### src/common/wdit_pkg.sv
// Purpose: Shared constants for the watchdog and interval timer.
// Assumes: APB slave with 32-bit data and one aligned word per register.
// Notes: Feed byte values and timing counts are implementation constants.
package wdit_pkg;
    localparam int unsigned ADDR_W = 8;
    localparam int unsigned DATA_W = 32;
    localparam int unsigned PRESC_W = 12;
    localparam int unsigned CNT_W = 8;
    localparam int unsigned TAP_W = 3;
    localparam int unsigned TAP_BASE = 4;

    // Register byte offsets.
    localparam logic [7:0] OFS_CTRL = 8'h00;
    localparam logic [7:0] OFS_RELOAD = 8'h04;
    localparam logic [7:0] OFS_COUNT = 8'h08;
    localparam logic [7:0] OFS_FEED = 8'h0C;
    localparam logic [7:0] OFS_STATUS = 8'h10;
    localparam logic [7:0] OFS_MASK = 8'h14;
    localparam logic [7:0] OFS_AUX = 8'h18;

    // Control register fields.
    localparam int unsigned CTRL_RUN_BIT = 0;
    localparam int unsigned CTRL_RSTEN_BIT = 1;
    localparam int unsigned CTRL_CLKSEL_BIT = 2;
    localparam int unsigned CTRL_TAP_LSB = 4;
    localparam logic [7:0] CTRL_RESET = 8'h00;

    // Status and mask fields.
    localparam int unsigned STAT_TMO_BIT = 0;
    localparam int unsigned STAT_WDRST_BIT = 1;
    localparam int unsigned STAT_W = 2;
    localparam logic [1:0] STAT_RESET = 2'h0;
    localparam logic [1:0] MASK_RESET = 2'h0;
    localparam logic [1:0] IRQ_SRC_MASK = 2'h1;

    localparam int unsigned AUX_SWRST_BIT = 0;

    localparam logic [CNT_W-1:0] RELOAD_RESET = 8'hFF;
    localparam logic [PRESC_W-1:0] PRESC_RESET = 12'h000;

    // Two-byte feed sequence.
    localparam logic [7:0] FEED_FIRST = 8'hA5;
    localparam logic [7:0] FEED_SECOND = 8'h5A;

    // Clock select: 0 is the peripheral clock, 1 the watchdog oscillator.
    localparam logic CLKSEL_PCLK = 1'b0;
    localparam logic CLKSEL_WDOSC = 1'b1;

    // Timing.
    localparam int unsigned SYS_CLK_HZ = 20_000_000;
    localparam int unsigned WDOSC_NOMINAL_HZ = 400_000;
    localparam int unsigned RST_HOLD_NS = 1000;
    localparam int unsigned SYS_CLK_PERIOD_NS = 1_000_000_000 / SYS_CLK_HZ;
    localparam int unsigned RST_HOLD_CYC =
        (RST_HOLD_NS + SYS_CLK_PERIOD_NS - 1) / SYS_CLK_PERIOD_NS;
    localparam int unsigned RST_CNT_W = 6;

    typedef enum logic [1:0] {
        WDIT_FEED_IDLE,
        WDIT_FEED_ARMED,
        WDIT_FEED_CTRL
    } wdit_feed_t;
endpackage : wdit_pkg

### src/wdit_prescaler.sv
// Purpose: 12-bit prescaler with a selectable output tap.
// Assumes: tick_en is a one-cycle enable at the selected watchdog clock rate.
// Notes: The tap pulse marks a roll-over of the low bits up to the tap.
`timescale 1ns/10ps
module wdit_prescaler (
    input wire logic sys_clk,
    input wire logic soft_reset_request,
    input wire logic clear,
    input wire logic tick_en,
    input wire logic [wdit_pkg::TAP_W-1:0] tap_sel,
    output logic tap_pulse
);
    logic [wdit_pkg::PRESC_W-1:0] presc_q;
    logic [wdit_pkg::PRESC_W-1:0] tap_mask;

    // The mask covers bits zero up to the selected tap position.
    function automatic logic [wdit_pkg::PRESC_W-1:0] tap_to_mask(
        input logic [wdit_pkg::TAP_W-1:0] sel
    );
        logic [wdit_pkg::PRESC_W-1:0] m;
        m = '0;
        for (int i = 0; i < wdit_pkg::PRESC_W; i++) begin
            if (i <= int'(sel) + wdit_pkg::TAP_BASE) begin
                m[i] = 1'b1;
            end
        end
        return m;
    endfunction : tap_to_mask

    assign tap_mask = tap_to_mask(tap_sel);

    always_ff @(posedge sys_clk) begin
        if (soft_reset_request || clear) begin
            presc_q <= wdit_pkg::PRESC_RESET;
        end else if (tick_en) begin
            presc_q <= presc_q + 12'h001;
        end
    end

    // One pulse per wrap of the tapped bits sets the time-out period.
    assign tap_pulse = tick_en && !clear &&
        ((presc_q & tap_mask) == tap_mask);
endmodule : wdit_prescaler

### src/wdit_top.sv
// Purpose: Watchdog and interval timer with an APB register file.
// Assumes: soft_reset_request is the power-on reset; sys_reset_req goes to the chip reset.
// Notes: The watchdog oscillator arrives as a pin and is synchronised.
//
// Design decisions made here: the APB slave port and the register offsets.
`timescale 1ns/10ps
module wdit_top (
    input wire logic sys_clk,
    input wire logic soft_reset_request,
    input wire logic psel,
    input wire logic penable,
    input wire logic pwrite,
    input wire logic [wdit_pkg::ADDR_W-1:0] paddr,
    input wire logic [wdit_pkg::DATA_W-1:0] pwdata,
    input wire logic [3:0] pstrb,
    output logic [wdit_pkg::DATA_W-1:0] prdata,
    output logic pready,
    output logic pslverr,
    input wire logic wdosc_clk_pin,
    input wire logic power_down,
    output logic sys_reset_req,
    output logic irq
);
    logic access;
    logic wr_en;
    logic rd_en;
    logic addr_ok;
    logic [wdit_pkg::DATA_W-1:0] rd_mux;
    logic [7:0] wbyte;

    logic [7:0] ctrl_q;
    logic [wdit_pkg::CNT_W-1:0] reload_q;
    logic [wdit_pkg::CNT_W-1:0] count_q;
    logic [wdit_pkg::STAT_W-1:0] status_q;
    logic [wdit_pkg::STAT_W-1:0] mask_q;
    wdit_pkg::wdit_feed_t feed_q;
    logic [wdit_pkg::DATA_W-1:0] prdata_q;
    logic pslverr_q;

    logic wdosc_meta_q;
    logic wdosc_sync_q;
    logic wdosc_prev_q;
    logic wdosc_rise;

    logic run;
    logic rst_en;
    logic clk_sel;
    logic [wdit_pkg::TAP_W-1:0] tap_sel;
    logic tick_en;
    logic tap_pulse;
    logic halted;
    logic feed_done;
    logic feed_error;
    logic underflow;
    logic wd_reset_evt;
    logic sw_reset_evt;
    logic tmo_evt;
    logic [wdit_pkg::RST_CNT_W-1:0] rst_cnt_q;

    localparam logic [wdit_pkg::RST_CNT_W-1:0] RST_HOLD =
        wdit_pkg::RST_CNT_W'(wdit_pkg::RST_HOLD_CYC);

    function automatic logic hit(
        input logic [wdit_pkg::ADDR_W-1:0] a,
        input logic [7:0] ofs
    );
        return a == ofs;
    endfunction : hit

    // The bus answers in the access cycle; there are no wait states.
    assign access = psel && penable;
    assign wr_en = access && pwrite;
    assign rd_en = access && !pwrite;
    assign pready = 1'b1;
    assign wbyte = pstrb[0] ? pwdata[7:0] : 8'h00;

    assign addr_ok = hit(paddr, wdit_pkg::OFS_CTRL) ||
        hit(paddr, wdit_pkg::OFS_RELOAD) ||
        hit(paddr, wdit_pkg::OFS_COUNT) ||
        hit(paddr, wdit_pkg::OFS_FEED) ||
        hit(paddr, wdit_pkg::OFS_STATUS) ||
        hit(paddr, wdit_pkg::OFS_MASK) ||
        hit(paddr, wdit_pkg::OFS_AUX);

    assign run = ctrl_q[wdit_pkg::CTRL_RUN_BIT];
    assign rst_en = ctrl_q[wdit_pkg::CTRL_RSTEN_BIT];
    assign clk_sel = ctrl_q[wdit_pkg::CTRL_CLKSEL_BIT];
    assign tap_sel = ctrl_q[wdit_pkg::CTRL_TAP_LSB +: wdit_pkg::TAP_W];

    // Oscillator pin enters through two flip-flops before edge detection.
    always_ff @(posedge sys_clk) begin
        if (soft_reset_request) begin
            wdosc_meta_q <= 1'b0;
            wdosc_sync_q <= 1'b0;
            wdosc_prev_q <= 1'b0;
        end else begin
            wdosc_meta_q <= wdosc_clk_pin;
            wdosc_sync_q <= wdosc_meta_q;
            wdosc_prev_q <= wdosc_sync_q;
        end
    end

    assign wdosc_rise = wdosc_sync_q && !wdosc_prev_q;

    // In power-down with the peripheral clock selected the chain freezes, so nothing can expire.
    assign halted = power_down && (clk_sel == wdit_pkg::CLKSEL_PCLK);
    assign tick_en = run && !halted &&
        ((clk_sel == wdit_pkg::CLKSEL_WDOSC) ? wdosc_rise : 1'b1);

    // Feed sequence checker. Reads may interleave; any other write breaks it.
    always_comb begin
        feed_done = 1'b0;
        feed_error = 1'b0;
        if (wr_en) begin
            unique case (feed_q)
                wdit_pkg::WDIT_FEED_IDLE: begin
                    if (hit(paddr, wdit_pkg::OFS_FEED) &&
                        wbyte != wdit_pkg::FEED_FIRST) begin
                        feed_error = 1'b1;
                    end
                end
                wdit_pkg::WDIT_FEED_CTRL: begin
                    if (!(hit(paddr, wdit_pkg::OFS_FEED) &&
                          wbyte == wdit_pkg::FEED_FIRST)) begin
                        feed_error = 1'b1;
                    end
                end
                wdit_pkg::WDIT_FEED_ARMED: begin
                    if (hit(paddr, wdit_pkg::OFS_FEED) &&
                        wbyte == wdit_pkg::FEED_SECOND) begin
                        feed_done = 1'b1;
                    end else begin
                        feed_error = 1'b1;
                    end
                end
            endcase
        end
    end

    always_ff @(posedge sys_clk) begin
        if (soft_reset_request) begin
            feed_q <= wdit_pkg::WDIT_FEED_IDLE;
        end else if (wr_en) begin
            if (feed_error || feed_done) begin
                feed_q <= wdit_pkg::WDIT_FEED_IDLE;
            end else if (hit(paddr, wdit_pkg::OFS_CTRL)) begin
                feed_q <= wdit_pkg::WDIT_FEED_CTRL;
            end else if (hit(paddr, wdit_pkg::OFS_FEED)) begin
                feed_q <= wdit_pkg::WDIT_FEED_ARMED;
            end
        end
    end

    wdit_prescaler u_presc (
        .sys_clk(sys_clk),
        .soft_reset_request(soft_reset_request),
        .clear(feed_done),
        .tick_en(tick_en),
        .tap_sel(tap_sel),
        .tap_pulse(tap_pulse)
    );

    assign underflow = tap_pulse && (count_q == '0);
    assign tmo_evt = underflow && !rst_en;
    assign wd_reset_evt = (underflow && rst_en) || feed_error;
    assign sw_reset_evt = wr_en && hit(paddr, wdit_pkg::OFS_AUX) &&
        wbyte[wdit_pkg::AUX_SWRST_BIT];

    // Down counter reloads on a completed feed and after each underflow.
    always_ff @(posedge sys_clk) begin
        if (soft_reset_request) begin
            count_q <= wdit_pkg::RELOAD_RESET;
        end else if (feed_done || underflow) begin
            count_q <= reload_q;
        end else if (tap_pulse) begin
            count_q <= count_q - 8'h01;
        end
    end

    // Only soft_reset_request clears these; the outgoing system reset does not loop back.
    always_ff @(posedge sys_clk) begin
        if (soft_reset_request) begin
            ctrl_q <= wdit_pkg::CTRL_RESET;
        end else if (wr_en && hit(paddr, wdit_pkg::OFS_CTRL)) begin
            ctrl_q <= wbyte;
        end
    end

    always_ff @(posedge sys_clk) begin
        if (soft_reset_request) begin
            reload_q <= wdit_pkg::RELOAD_RESET;
        end else if (wr_en && hit(paddr, wdit_pkg::OFS_RELOAD)) begin
            reload_q <= wbyte;
        end
    end

    always_ff @(posedge sys_clk) begin
        if (soft_reset_request) begin
            mask_q <= wdit_pkg::MASK_RESET;
        end else if (wr_en && hit(paddr, wdit_pkg::OFS_MASK)) begin
            mask_q <= wbyte[wdit_pkg::STAT_W-1:0];
        end
    end

    // Write one to clear; a new event in the same cycle keeps the bit set.
    always_ff @(posedge sys_clk) begin
        if (soft_reset_request) begin
            status_q <= wdit_pkg::STAT_RESET;
        end else begin
            if (wr_en && hit(paddr, wdit_pkg::OFS_STATUS)) begin
                status_q <= status_q & ~wbyte[wdit_pkg::STAT_W-1:0];
            end
            if (tmo_evt) begin
                status_q[wdit_pkg::STAT_TMO_BIT] <= 1'b1;
            end
            if (wd_reset_evt) begin
                status_q[wdit_pkg::STAT_WDRST_BIT] <= 1'b1;
            end
        end
    end

    // Only the time-out flag may interrupt; the reset cause bit is a record.
    assign irq = |(status_q & mask_q & wdit_pkg::IRQ_SRC_MASK);

    // Reset request is stretched so the chip reset sees a clean pulse.
    always_ff @(posedge sys_clk) begin
        if (soft_reset_request) begin
            rst_cnt_q <= '0;
        end else if (wd_reset_evt || sw_reset_evt) begin
            rst_cnt_q <= RST_HOLD;
        end else if (rst_cnt_q != '0) begin
            rst_cnt_q <= rst_cnt_q - 6'h01;
        end
    end

    assign sys_reset_req = (rst_cnt_q != '0);

    always_comb begin
        rd_mux = '0;
        unique case (1'b1)
            hit(paddr, wdit_pkg::OFS_CTRL): rd_mux[7:0] = ctrl_q;
            hit(paddr, wdit_pkg::OFS_RELOAD): rd_mux[7:0] = reload_q;
            hit(paddr, wdit_pkg::OFS_COUNT): rd_mux[7:0] = count_q;
            hit(paddr, wdit_pkg::OFS_STATUS): begin
                rd_mux[wdit_pkg::STAT_W-1:0] = status_q;
            end
            hit(paddr, wdit_pkg::OFS_MASK): begin
                rd_mux[wdit_pkg::STAT_W-1:0] = mask_q;
            end
            default: rd_mux = '0;
        endcase
    end

    // Read data is registered at the access edge and held until the next.
    always_ff @(posedge sys_clk) begin
        if (soft_reset_request) begin
            prdata_q <= '0;
        end else if (rd_en) begin
            prdata_q <= rd_mux;
        end
    end

    always_ff @(posedge sys_clk) begin
        if (soft_reset_request) begin
            pslverr_q <= 1'b0;
        end else begin
            pslverr_q <= 1'b0;
        end
    end

    // Data and error are combinational in the access phase for zero wait.
    assign prdata = rd_en ? rd_mux : prdata_q;
    assign pslverr = (access && !addr_ok) || pslverr_q;
endmodule : wdit_top
### config.mk
export PLATFORM = sky130hd
export DESIGN_NAME = wdit_top
export DESIGN_NICKNAME = d
export VERILOG_FILES = /design/src/common/wdit_pkg.sv /design/src/wdit_prescaler.sv /design/src/wdit_top.sv
export SDC_FILE = /design/constraint.sdc
export NUM_CORES = 1
export LEC_CHECK = 0
export BUFFER_PORTS_ARGS = -buffer_cell sky130_fd_sc_hd__buf_2
export CAP_MARGIN = 20
export CORE_AREA = 2 2 96 79
export CTS_BUF_LIST = sky130_fd_sc_hd__clkbuf_4 sky130_fd_sc_hd__clkbuf_8 sky130_fd_sc_hd__clkbuf_16
export DETAILED_ROUTE_END_ITERATION = 10
export DIE_AREA = 0 0 98 81
export PLACE_DENSITY = 0.83
export SETUP_SLACK_MARGIN = 0.2
export SYNTH_ARGS = -nofsm -noshare
export SYNTH_HDL_FRONTEND = slang
export SYNTH_HIERARCHICAL = 1
export SYNTH_SLANG_ARGS = --single-unit
### constraint.sdc
create_clock -name sys_clk -period 4.4 [get_ports sys_clk]
set_input_delay 0.88 -clock sys_clk [delete_from_list [all_inputs] [get_ports sys_clk]]
set_output_delay 0.88 -clock sys_clk [all_outputs]
set_load 0.005 [all_outputs]
# Yosys cells after proc, flatten, opt, wreduce, memory -nomap -nowiden
# Index checks and enable logic that the tools add are counted.
# totals
out_inout_bits	36
word_cells	132
in_bits	51
ff_bits	83
# op_classes
bitwise_logic	5
n_lt_le_gt_ge	12
mux	35
n_addsub	4
n_reduce_logical	50
n_eq_ne	12
# ops
operator	n
$le A3 B32 Y1 const A	4
$le A4 B32 Y1 const A	4
$le A2 B32 Y1 const A	2
$le A1 B32 Y1 const A	1
$mux W32	1
$eq A8 B5 Y1 const B	3
$mux W8	3
$logic_and A1 B1 Y1	22
$mux W1	22
$pmux W6 S3	1
$eq A8 B4 Y1 const B	2
$logic_not A8 Y1	2
$add A12 B1 Y12 const B	1
$and A12 B12 Y12	1
$eq A12 B12 Y1	1
$logic_or A1 B1 Y1	11
$mux W5	2
$pmux W2 S5	1
$eq A8 B3 Y1 const B	1
$eq A8 B7 Y1 const B	1
$eq A8 B8 Y1 const B	1
$mux W2	4
$ne A8 B8 Y1 const B	1
$reduce_bool A2 Y1	4
other kinds (17)	22

# Longest topological paths before layout
# Gate-level depths: netlist of the first run.
# depth
ltp_word	14
depth_mapped	13
ltp_nobuf	12

# Cells and area by module
# The synthesis of the first run kept the hierarchy.
# modules_own_cells
module	area_each_um2	cells_each	seq_area_each_um2	n_inst
wdit_top	3350.7	399	1421.4	1
wdit_prescaler	605.6	69	240.2	1

# Least setup slack after synthesis of the first run
# No wires, ideal clock.
# synth_timing
path_type	input-to-reg
from	input port power_down
to	register count_q[7] (netlist bit)
setup_slack_ns	1.252
t_required_ns	4.274
arrival_time_ns	3.022
cell_stages	12
setup_time_ns	0.126
path_buffers	1
path_cell_list	o22ai_1 > and2_1 > buf_4 > and4_1 > nand2_1 > a2111o_1 > a21oi_2 > nor4b_1 > nand2b_1 > xnor2_1 > nor4_1 > a21oi_1
# synth_between
elab_chain_cells	9
elab_cells_between_ends	10
cone_classes	mux (1); reduce/logical (9)
# synth_rtl
item	line_no	text
from (decl)	wdit_top.sv:20	input wire logic power_down,
$logic_and A1 B1 Y1 (*)	wdit_top.sv:106	assign halted = power_down && (clk_sel == wdit_pkg::CLKSEL_PCLK);
$logic_not A1 Y1 (*)	wdit_top.sv:107	assign tick_en = run && !halted &&
$logic_and A1 B1 Y1 (*) (2 in series)	wdit_top.sv:107	
via tick_en	wdit_top.sv:49	logic tick_en;
$logic_and A1 B1 Y1 (*) (2 in series)	wdit_prescaler.sv:41	assign tap_pulse = tick_en && !clear &&
via tap_pulse	wdit_top.sv:50	logic tap_pulse;
$logic_and A1 B1 Y1	wdit_top.sv:163	assign underflow = tap_pulse && (count_q == '0);
$logic_or A1 B1 Y1	wdit_top.sv:173	end else if (feed_done || underflow) begin
$mux W8 / $reduce_bool A2 Y1 (equally long branches)	n/a	
to (signal assigned)	wdit_top.sv:172	count_q <= wdit_pkg::RELOAD_RESET;
to (signal assigned)	wdit_top.sv:174	count_q <= reload_q;
to (signal assigned)	wdit_top.sv:176	count_q <= count_q - 8'h01;
to (decl)	wdit_top.sv:33	logic [wdit_pkg::CNT_W-1:0] count_q;
# The timed path passes the listed nets; every way through them passes the cells marked *.
# A chain may end at the register's enable or synchronous reset.

# Final worst setup path of the first run
# layout_timing
from	input port power_down
to	register rst_cnt_q[4] (netlist bit)
# layout_between
elab_chain_cells	11
elab_cells_between_ends	12
cone_classes	mux (1); reduce/logical (11)
# layout_rtl
item	line_no	text
$logic_and A1 B1 Y1 (*)	wdit_top.sv:106	
$logic_not A1 Y1 (*)	wdit_top.sv:107	
$logic_and A1 B1 Y1 (*) (2 in series)	wdit_top.sv:107	
via tick_en	wdit_top.sv:49	
$logic_and A1 B1 Y1 (*) (2 in series)	wdit_prescaler.sv:41	
via tap_pulse	wdit_top.sv:50	
$logic_and A1 B1 Y1 (*)	wdit_top.sv:163	
$logic_and A1 B1 Y1 (*)	wdit_top.sv:165	assign wd_reset_evt = (underflow && rst_en) || feed_error;
$logic_or A1 B1 Y1 (*)	wdit_top.sv:165	
$logic_or A1 B1 Y1 (*)	wdit_top.sv:229	end else if (wd_reset_evt || sw_reset_evt) begin
$mux W5 / $reduce_bool A2 Y1 (equally long branches)	n/a	
to (signal assigned)	wdit_top.sv:232	rst_cnt_q <= rst_cnt_q - 6'h01;
to (decl)	wdit_top.sv:58	logic [wdit_pkg::RST_CNT_W-1:0] rst_cnt_q;
# Marked as above.

==> results of run 1 <==
==> path summary, 6_finish.rpt <==
path	startpoint	endpoint	cells after the start	slack (ps)
max	power_down	rst_cnt_q[4]$_SDFFE_PP0P_	12	960
min	wdosc_meta_q$_SDFF_PP0_	wdosc_sync_q$_SDFF_PP0_	1	450
max reg2reg	ctrl_q[2]$_SDFFE_PP0P_	rst_cnt_q[4]$_SDFFE_PP0P_	12	1120
min reg2reg	wdosc_meta_q$_SDFF_PP0_	wdosc_sync_q$_SDFF_PP0_	1	450
==> power by group through the flow <==
stage	Combinational (mW)	Sequential, mW	Clock (mW)
6_report	0.204	0.791	0.586
5_1_grt	0.231	0.793	0.626
4_1_cts	0.205	0.791	0.600
3_5_place_dp	0.203	0.808	0
3_3_place_gp	0.194	0.807	0
2_1_floorplan	0.151	0.804	0
==> registers in the layout, summed over array words and instances (netlist names) <==
| name | cells |
|---|---|
| count_q | 8 |
| reload_q | 8 |
| ctrl_q | 8 |
| mask_q | 2 |
| feed_q | 2 |
| prdata_q | 32 |
| wdosc_meta_q | 1 |
| wdosc_prev_q | 1 |
| status_q | 2 |
| u_presc/presc_q | 12 |
| rst_cnt_q | 6 |
| wdosc_sync_q | 1 |
==> cells by family (layout without fill, tap and decap cells) <==
family / count (synthesis) / after routing / synth area share [%]
AO/OA/AOI/OAI: 72 / 72 / 11.7
buffers and inverters: 35 / 85 / 3.98
multiplexers: 14 / 14 / 3.57
XOR/XNOR: 18 / 18 / 3.99
flip-flops: 83 / 83 / 42.0
adder cells (fa/ha/maj): 5 / 5 / 1.58
AND/OR/NAND/NOR: 240 / 240 / 33.1
other: 1 / 1 / 0.0948
==> worst register-to-register path: stages (launching register included) <==
cell and delay [ps]:
dfxtp_1 420, nand2_1 70, o22ai_1 100, and2_1 330, and4_1 300, nand2_1 70, a2111o_1 400, a21oi_2 260
nand3b_1 260, nor3_4 370, a32o_1 370, a211oi_1 90, a21oi_1 150
==> through the flow <==
step	setup WS [ps]	power (mW)	instances	hold WS, ps
6_report	960	1.58	608	450
5_1_grt	692	1.65	608	467
4_1_cts	974	1.60	608	450
3_5_place_dp	586	1.01	592	426
3_3_place_gp	701	1.00	592	417
2_1_floorplan	1250	0.956	468	414
==> routing by layer <==
metal  global-route usage (%)  part of all wire, %  up-vias  routed length (µm)
met2                     39.0                   46      120                4070
met5                        0                    0        -                   0
met3                     6.02                  6.7       15                 595
met4                     9.03                  1.8        0                 164
met1                     30.1                   46     1587                4080
li1                         -                    -     1695                   -
==> Yosys cell counts, drive strengths merged, types with 2 or more instances <==
library cell  count
a211o             8
a211oi            3
a21oi            33
a22oi             2
a31oi             3
and2             29
and3              2
and4              2
buf               8
clkbuf           17
dfxtp            83
ha                5
inv              10
mux2i            13
nand2            48
nand2b            4
nand3            18
nand3b            3
nand4             5
nor2             50
nor2b            34
nor3             14
nor4             14
o21ai            13
o22ai             2
or2               3
or3               5
or4               3
xnor2             9
xor2              9
==> layout make-up <==
class / count / area, µm² / share of cell area, %
multi-input combinational: 350 / 2140 / 47.9
clock inverter: 7 / 88.8 / 1.99
sequential: 83 / 1660 / 37.3
clock buffer: 9 / 124 / 2.78
timing repair buffer: 59 / 298 / 6.68
inverter: 10 / 37.5 / 0.842
tap: 90 / 113 / 2.53
==> results.cfg, run 1 <==
[outcome]
status = complete, no violations

[timing]
slew_viol_final = 0
max_slew.worst_pin.slew_ps = 833
final_period_demand_of_the_worst_path_ps = 3440
fin_crit_sh_pct = 78.2
finalSetupViolCount = 0
final-hold-violation-count = 0
slew-limit-headroom_pct = 44.5
totalNegativeSetupSlack_ps = 0
achievable-frequency_mhz = 291
worst_clock_skew_ps = 10.3
grt_setup_unrepaired = false

[clock_tree]
number_of_levels_the_h_tree_was_split_into = 3
tritoncts.num_buffers = 9
insertion_delay_ps = 360
clockBufferDepth = 2
clkSlewWorstSetupHoldPaths_ps = 90
clock_sinks = 83
number_of_buffers_inserted_for_hold_repair_after_clock_tree_synthesis = 0
post_cts_resized = 0
post-cts-setup-buffer-count = 0
cts_root_buffer = clkbuf_8
tritoncts_clock_tree = done

[critical_path]
cp_cell_sequence = buf_2 > o22ai_1 > and2_1 > and4_1 > nand2_1 > a2111o_1 > a21oi_2 > nand3b_1 > nor3_4 > a32o_1 > a211oi_1 > a21oi_1
timing.setup.critical_path_class = in2reg
worst_path_dominant_cell_family = compound AO/OA/AOI/OAI gates
worst_setup_path_start_kind = input pin
critPathMaxFanout = 9
crit_path_max_incr_delay_ps = 400
timing.critical_path.arrival_ps = 3740
critical_path.endpoint_type = flop
critPathRequiredTime_ps = 4700
cpMaxStageDelayCell = a2111o_1
critPathBufInv = 1

[drt]
wirelength_um = 8910
drcViolationCount = 0
antenna_violating_nets_post_route = 0
initialDrtViolationCount = 195
routed_via_density = 5.62
vias = 3417
dr.pass1.iters = 5
wl_per_cell_um = 14.7

[die]
die-width_um = 98
boundaryPins = 87
core_area_um2 = 7110
die_h_um = 81
die_area_um2 = 7940
placementRows = 28
initial_core_util_pct = 55.6

[place]
place_congestion = 0.906
post_dp_cell_area_um2 = 4250
io_buffer_count = 58
dp.final_hpwl_um = 6280

[final_layout]
finish.instance_area_um2 = 4460
finalCoreUtilization_pct = 62.7
num_antenna_cells = 0
layout.cells.most_common = dfxtp_1
final_layout_size_suffix_gt1_share_pct = 18.3
synthToLayoutAreaGrowth_pct = 12.7
layout.filler_cells = 605
final_nets = 569
final_cell_mix = dfxtp_1 (83), buf_2 (58), nand2_1 (48)

[power]
worst_supply_voltage_drop_on_vdd_mv = 0.332
cellInternalPower_mw = 1.14
p_switching_mw = 0.441
cellPowerDensity_nw_per_um2 = 354
swShare_pct = 27.9
p_clk_share_pct = 37.1
p_leak_nw = 1.82
seq_power_share_pct = 50.0
p_comb_share_pct = 12.9

[synthesis]
synth_top_area_share_pct = 42.0
syn-cell-area_um2 = 3960
postSynthCellCount = 468
netlist-cell-type-count = 54
synth_largest_area_cell = dfxtp_1
syn_area_per_cell_um2 = 8.45
yosysWarnings = 6
flip_flop_and_latch_count_after_synthesis = 83
synth-edff-count = 0
dominantRegCellSynth = dfxtp_1
cells_taking_the_most_area_after_synthesis = dfxtp_1 (42%), nor2b_1 (5.4%), and2_1 (4.6%)
asyncSetResetFlopFracSynth_pct = 0
synth.yosys.seq_area_share_pct = 42.0
synth_net_count = 524

[grt]
grt_start_max_net_pins = 49
grt_pass1_vias = 3214
grt_util_all_layers_pct = 23.6
grt_first_pass_wirelength_um = 14900
overflow_left_after_global_routing = 0
antenna_found_initial = 0

[min_path]
hp-class = reg2reg

[run]
timing.max_cap.violations = 0
Note: power is estimated with default switching activity, not from simulation.
==> run 2: changes to the inputs <==
ABC_AREA = 1   (was not set)
CORE_AREA = 2 2 105 87   (was 2 2 96 79)
DIE_AREA = 0 0 107 89   (was 0 0 98 81)
PLACE_DENSITY = 0.74   (was 0.83)
clock period = 3.05 ns   (was 4.4 ns; I/O delays follow)
==> run 2 against run 1 <==
Via count up 10%; largest cell class unchanged; die area rose by 20%; power increased by 49%; utilization fell by 6.3 points; global-route usage decreased by 4.0 points; clock power grew 49%; first-iteration DRC count is 8.2% higher; register-to-register slack lost 430 ps; combinational power increased by 68%.
==> results.cfg, run 2 <==
[outcome]
status = complete, no violations

[critical_path]
reg2reg_to = count_q[5]$_SDFFE_PP1P_
r2r_depth = 18
worst_setup_path_start_kind = input pin
critPathMaxFanout = 6
cp_cell_sequence = buf_2 > nor2_4 > nand3_1 > nor2_1 > inv_2 > o221ai_1 > nand2_1 > nand2_1 > buf_2
critical_path.endpoint_type = primary output
critPathBufInv = 3
critPathRequiredTime_ps = 2440
timing.setup.critical_path_class = in2out
timing.critical_path.arrival_ps = 1900
rr_startpoint = feed_q[1]$_SDFFE_PP0P_
path_depth = 9
crit_path_max_incr_delay_ps = 250
regToRegSetupSlack_ps = 690
cpMaxStageDelayCell = nor2_1
worst_path_dominant_cell_family = simple AND/OR/NAND/NOR gates

[clock_tree]
clockBufferDepth = 2
tritoncts_clock_tree = done
tritoncts.num_buffers = 9
clkSlewWorstSetupHoldPaths_ps = 80
post_cts_resized = 0
cts_root_buffer = clkbuf_8
clock_sinks = 83
number_of_levels_the_h_tree_was_split_into = 3
number_of_buffers_inserted_for_hold_repair_after_clock_tree_synthesis = 0
post-cts-setup-buffer-count = 0
insertion_delay_ps = 360

[timing]
worst_clock_skew_ps = 9.08
totalNegativeSetupSlack_ps = 0
final_period_demand_of_the_worst_path_ps = 2510
final-hold-violation-count = 0
finalSetupViolCount = 0
hold_slack_ps = 404
achievable-frequency_mhz = 399
slew-limit-headroom_pct = 43.6
grt_setup_unrepaired = false
fin_crit_sh_pct = 82.2
final_setup_margin_ps = 543
slew_viol_final = 0
max_slew.worst_pin.slew_ps = 845

[min_path]
hp-class = reg2reg
min_delay_worst_endpoint = wdosc_sync_q$_SDFF_PP0_
min_from = wdosc_meta_q$_SDFF_PP0_
cell_depth_of_the_worst_hold_path = 2

[grt]
grt_start_max_net_pins = 43
antenna_found_initial = 0
overflow_left_after_global_routing = 0
grt_pass1_vias = 3386
grt_first_pass_wirelength_um = 14900
grt_util_all_layers_pct = 19.6

[synthesis]
asyncSetResetFlopFracSynth_pct = 0
synth_largest_area_cell = dfxtp_1
dominantRegCellSynth = dfxtp_1
flip_flop_and_latch_count_after_synthesis = 83
cells_taking_the_most_area_after_synthesis = dfxtp_1 (41%), nand2_1 (9.7%), inv_1 (6.8%)
synth_top_area_share_pct = 41.1
syn-cell-area_um2 = 4050
postSynthCellCount = 571
syn_area_per_cell_um2 = 7.09
synth.yosys.seq_area_share_pct = 41.1
synth_net_count = 627
synth_most_common_cell = nand2_1
synth_commonest_cells = nand2_1 (105), dfxtp_1 (83), inv_1 (73)
synth-edff-count = 0
netlist-cell-type-count = 41
yosysWarnings = 6

[die]
die_h_um = 89
boundaryPins = 87
die_area_um2 = 9520
placementRows = 30
initial_core_util_pct = 48.4
die-width_um = 107
core_area_um2 = 8370

[final_layout]
final_layout_size_suffix_gt1_share_pct = 20.5
final_nets = 691
final_cell_mix = nand2_1 (105), dfxtp_1 (83), inv_1 (73)
num_antenna_cells = 0
synthToLayoutAreaGrowth_pct = 16.7
layout.filler_cells = 811
largest_register_ffs = 32
layout.cells.most_common = nand2_1
top_register = prdata_q
leading_registers_by_flop_count = prdata_q (32), u_presc/presc_q (12)
fin_cells = 752

[power]
worst_supply_voltage_drop_on_vdd_mv = 0.235
swShare_pct = 26.9
p_comb_share_pct = 14.5
p_switching_mw = 0.634
p_leak_nw = 2.19
seq_power_share_pct = 48.5
cellPowerDensity_nw_per_um2 = 499
cellInternalPower_mw = 1.73
p_clk_share_pct = 36.9
post_layout_total_power_mw = 2.36

[drt]
wirelength_um = 8940
wl_per_cell_um = 11.9
antenna_violating_nets_post_route = 0
routed_via_density = 5.00
drcViolationCount = 0
dr.pass1.iters = 4
initialDrtViolationCount = 211
vias = 3759

[place]
dp.final_hpwl_um = 6650
io_buffer_count = 58
place_congestion = 0.880
place_inst = 736
preCtsSetupSlack_ps = 266

[run]
timing.max_cap.violations = 0
==> run 2: cell count changes in the layout (fill, tap and decap cells not counted), moves of 9 or more <==
cell / previous run / this run
and2_1: 29 / 1
buf_4: 1 / 14
inv_1: 10 / 73
inv_2: 0 / 15
mux2i_1: 13 / 1
nand2_1: 48 / 105
nand4_1: 3 / 12
nor2_1: 47 / 71
nor2b_1: 34 / 0
nor3_1: 12 / 32
nor4_1: 12 / 0
o211ai_1: 0 / 20
o21ai_1: 0 / 10
==> run 2: power groups by stage <==
stage	Clock, mW	Sequential [mW]	Combinational, mW
CTS	0.896	1.15	0.345
global placement	0	1.17	0.330
floorplan	0	1.17	0.260
global route	0.942	1.15	0.393
detailed placement	0	1.17	0.342
finish	0.872	1.15	0.342
==> run 2: routing by layer <==
layer / track usage, % / wire length [µm] / vias to the layer above
met5: 0 / 0 / -
met4: 6.85 / 173 / 0
met3: 5.39 / 442 / 15
met2: 33.9 / 4250 / 90
met1: 23.9 / 4070 / 1688
li1: - / - / 1966
==> run 2: cells by family after synthesis <==
group	Yosys count	synth area share, %
and+or+nand+nor	278	32.3
buffers and inverters	107	10.4
AOI/OAI and AO/OA	90	13.1
DFF	83	41.1
xor gates and xnor gates	6	1.30
adders and majority gates	5	1.55
other	1	0.0926
muxes	1	0.247
==> run 2: per-stage QoR <==
| step | area [µm²] | util [%] |
|---|---|---|
| floorplan | 4050 | - |
| global placement | 4500 | 53.8 |
| detailed placement | 4500 | 53.8 |
| CTS | 4720 | 56.4 |
| global route | 4720 | 56.4 |
| finish | 4720 | 56.4 |
==> run 2: worst max path at each step <==
stage | startpoint | endpoint | slack, ps
CTS | paddr[5] | prdata[1] | 540
finish | paddr[1] | prdata[2] | 540
global placement | paddr[3] | count_q[5]$_SDFFE_PP1P_ | 290
detailed placement | paddr[3] | count_q[5]$_SDFFE_PP1P_ | 270
global route | paddr[3] | count_q[5]$_SDFFE_PP1P_ | 330
floorplan | paddr[3] | count_q[7]$_SDFFE_PP1P_ | 500
==> run 2: layout make-up <==
cell class	instances	area, µm²	area share [%]
inverters	88	330	6.99
repair buffers	72	395	8.37
clock buffers	9	124	2.62
clock inverters	7	100	2.12
multi-input cells	381	1970	41.8
well taps	112	140	2.97
flip-flops and latches	83	1660	35.2
==> run 2: worst min-delay path, delay by kind of cell, from the launching register on <==
kind,cells,cell delay [ps]
buf+inv,1,40
flops,1,300
simple gates,1,30
==> run 3: changes to the inputs <==
CORE_AREA = 2 2 100 83   (was 2 2 105 87)
DIE_AREA = 0 0 102 85   (was 0 0 107 89)
PLACE_DENSITY = 0.78   (was 0.74)
clock period = 2.37 ns   (was 3.05 ns; I/O delays follow)
==> run 3 against run 2 <==
Non-clock buffer count increased by 27; clock skew increased by 0.55 ps; utilization increased by 11 points; wire length increased by 17%; clock power increased by 22%; largest cell class unchanged; largest power group unchanged; highest routed layer unchanged.
==> results.cfg, run 3 (synthesis gave the netlist of run 2 again) <==
[critical_path]
regToRegSetupSlack_ps = 190
critical_path.endpoint_type = primary output
worst_setup_path_start_kind = input pin
critPathRequiredTime_ps = 1900
rr_startpoint = feed_q[1]$_SDFFE_PP0P_
r2r_depth = 19
critPathMaxFanout = 4
timing.critical_path.arrival_ps = 1710
reg2reg_to = count_q[5]$_SDFFE_PP1P_
timing.setup.critical_path_class = in2out

[die]
die-width_um = 102
die_h_um = 85
boundaryPins = 87
placementRows = 29
die_area_um2 = 8670
initial_core_util_pct = 52.6
core_area_um2 = 7690

[timing]
achievable-frequency_mhz = 457
slew-limit-headroom_pct = 43.7
worst_clock_skew_ps = 9.63
grt_setup_unrepaired = true
slew_viol_final = 0
fin_crit_sh_pct = 92.2
finalSetupViolCount = 0
final-hold-violation-count = 0
max_slew.worst_pin.slew_ps = 844
hold_slack_ps = 314
final_period_demand_of_the_worst_path_ps = 2190
totalNegativeSetupSlack_ps = 0

[final_layout]
leading_registers_by_flop_count = prdata_q (32), u_presc/presc_q (12)
final_layout_size_suffix_gt1_share_pct = 29.8
layout.filler_cells = 657
final_cell_mix = nand2_1 (97), dfxtp_1 (80), inv_1 (65)
finish.instance_area_um2 = 5170
num_antenna_cells = 0
synthToLayoutAreaGrowth_pct = 27.8
largest_register_ffs = 32
layout.cells.most_common = nand2_1
top_register = prdata_q
final_nets = 718

[min_path]
cell_depth_of_the_worst_hold_path = 3
min_from = wdosc_clk_pin
min_delay_worst_endpoint = wdosc_meta_q$_SDFF_PP0_
hp-class = in2reg

[grt]
grt_start_max_net_pins = 53
overflow_left_after_global_routing = 0
grt_pass1_vias = 3659
grt_first_pass_wirelength_um = 16400
grt_util_all_layers_pct = 23.6
antenna_found_initial = 0

[drt]
initialDrtViolationCount = 259
dr.pass1.iters = 5
wirelength_um = 10400
routed_via_density = 5.22
vias = 4047
drcViolationCount = 0
antenna_violating_nets_post_route = 0
wl_per_cell_um = 13.5

[place]
place_congestion = 0.880
dp.final_hpwl_um = 7130
io_buffer_count = 58
post_dp_cell_area_um2 = 4670

[clock_tree]
clkSlewWorstSetupHoldPaths_ps = 90
tritoncts.num_buffers = 9
number_of_levels_the_h_tree_was_split_into = 3
number_of_buffers_inserted_for_hold_repair_after_clock_tree_synthesis = 0
clock_sinks = 83
tritoncts_clock_tree = done
clockBufferDepth = 2
insertion_delay_ps = 360
cts_root_buffer = clkbuf_8

[run]
timing.max_cap.violations = 0

[power]
cellPowerDensity_nw_per_um2 = 589
worst_supply_voltage_drop_on_vdd_mv = 0.388
p_leak_nw = 2.38

[outcome]
status = complete, no violations
[run 3: cell types whose count changed in the layout (fill, tap and decap cells not counted), sizes merged]
| cell | change |
|---|---|
| buf | +27 |
| clkbuf | +1 |
| bufinv | -1 |
[run 3: what timing repair did]
item | 4_1_cts | 5_1_grt
pin swaps | 6 | 35
buffers inserted | 2 | 10
resized for setup | 10 | 49
setup endpoints to repair | 17 | 25
[run 3: cell type report]
type                       count  area, µm²  area share, %
clock buffer                  10        131           2.54
clock inverter                 6       72.6           1.40
inverter                      88        343           6.63
multi-input combinational    381       2170           42.0
sequential                    83       1670           32.2
tap                          108        135           2.61
timing repair buffer          99        651           12.6
[run 3: metal layers]
metal / track usage (%) / share of wire [%]
met5: 0 / 0
met4: 6.06 / 2.5
met3: 7.17 / 6.3
met2: 40.6 / 50
met1: 28.7 / 41
[run 3: worst max path at each step]
stage | startpoint | to | slack [ps]
final | paddr[4] | prdata[4] | 180
after global routing | feed_q[1]$_SDFFE_PP0P_ | count_q[5]$_SDFFE_PP1P_ | -20
after CTS | paddr[5] | prdata[4] | 200
after detailed placement | pwdata[5] | rst_cnt_q[0]$_SDFFE_PP0P_ | -100
after global placement | pwdata[7] | count_q[3]$_SDFFE_PP1P_ | -20
after floorplan | paddr[3] | count_q[7]$_SDFFE_PP1P_ | 190
[run 3: worst max-delay path, stage by stage]
cell,delay [ps]
buf_4,120
nor2_4,120
nand2_4,80
buf_6,140
nor2_4,170
buf_6,140
nand2_2,60
o211ai_1,100
nand2_1,110
nand2_1,80
buf_2,110
[run 3: through the flow]
| stage | std cells | power [mW] | utilization (%) | worst slack, ps |
|---|---|---|---|---|
| 6_report | 775 | 3.05 | 67.2 | 184 |
| 2_1_floorplan | 571 | 1.84 | - | 188 |
| 5_1_grt | 775 | 3.20 | 67.2 | -17.7 |
| 4_1_cts | 765 | 3.02 | 64.0 | 200 |
| 3_3_place_gp | 747 | 1.94 | 60.8 | -23.1 |
| 3_5_place_dp | 747 | 1.98 | 60.8 | -104 |
[run 3: where the power goes]
part	total (mW)	switching, mW	internal, mW
Combinational	0.514	0.305	0.209
Clock	1.06	0.546	0.510
Sequential	1.48	0.0331	1.44
Total	3.05	0.884	2.16
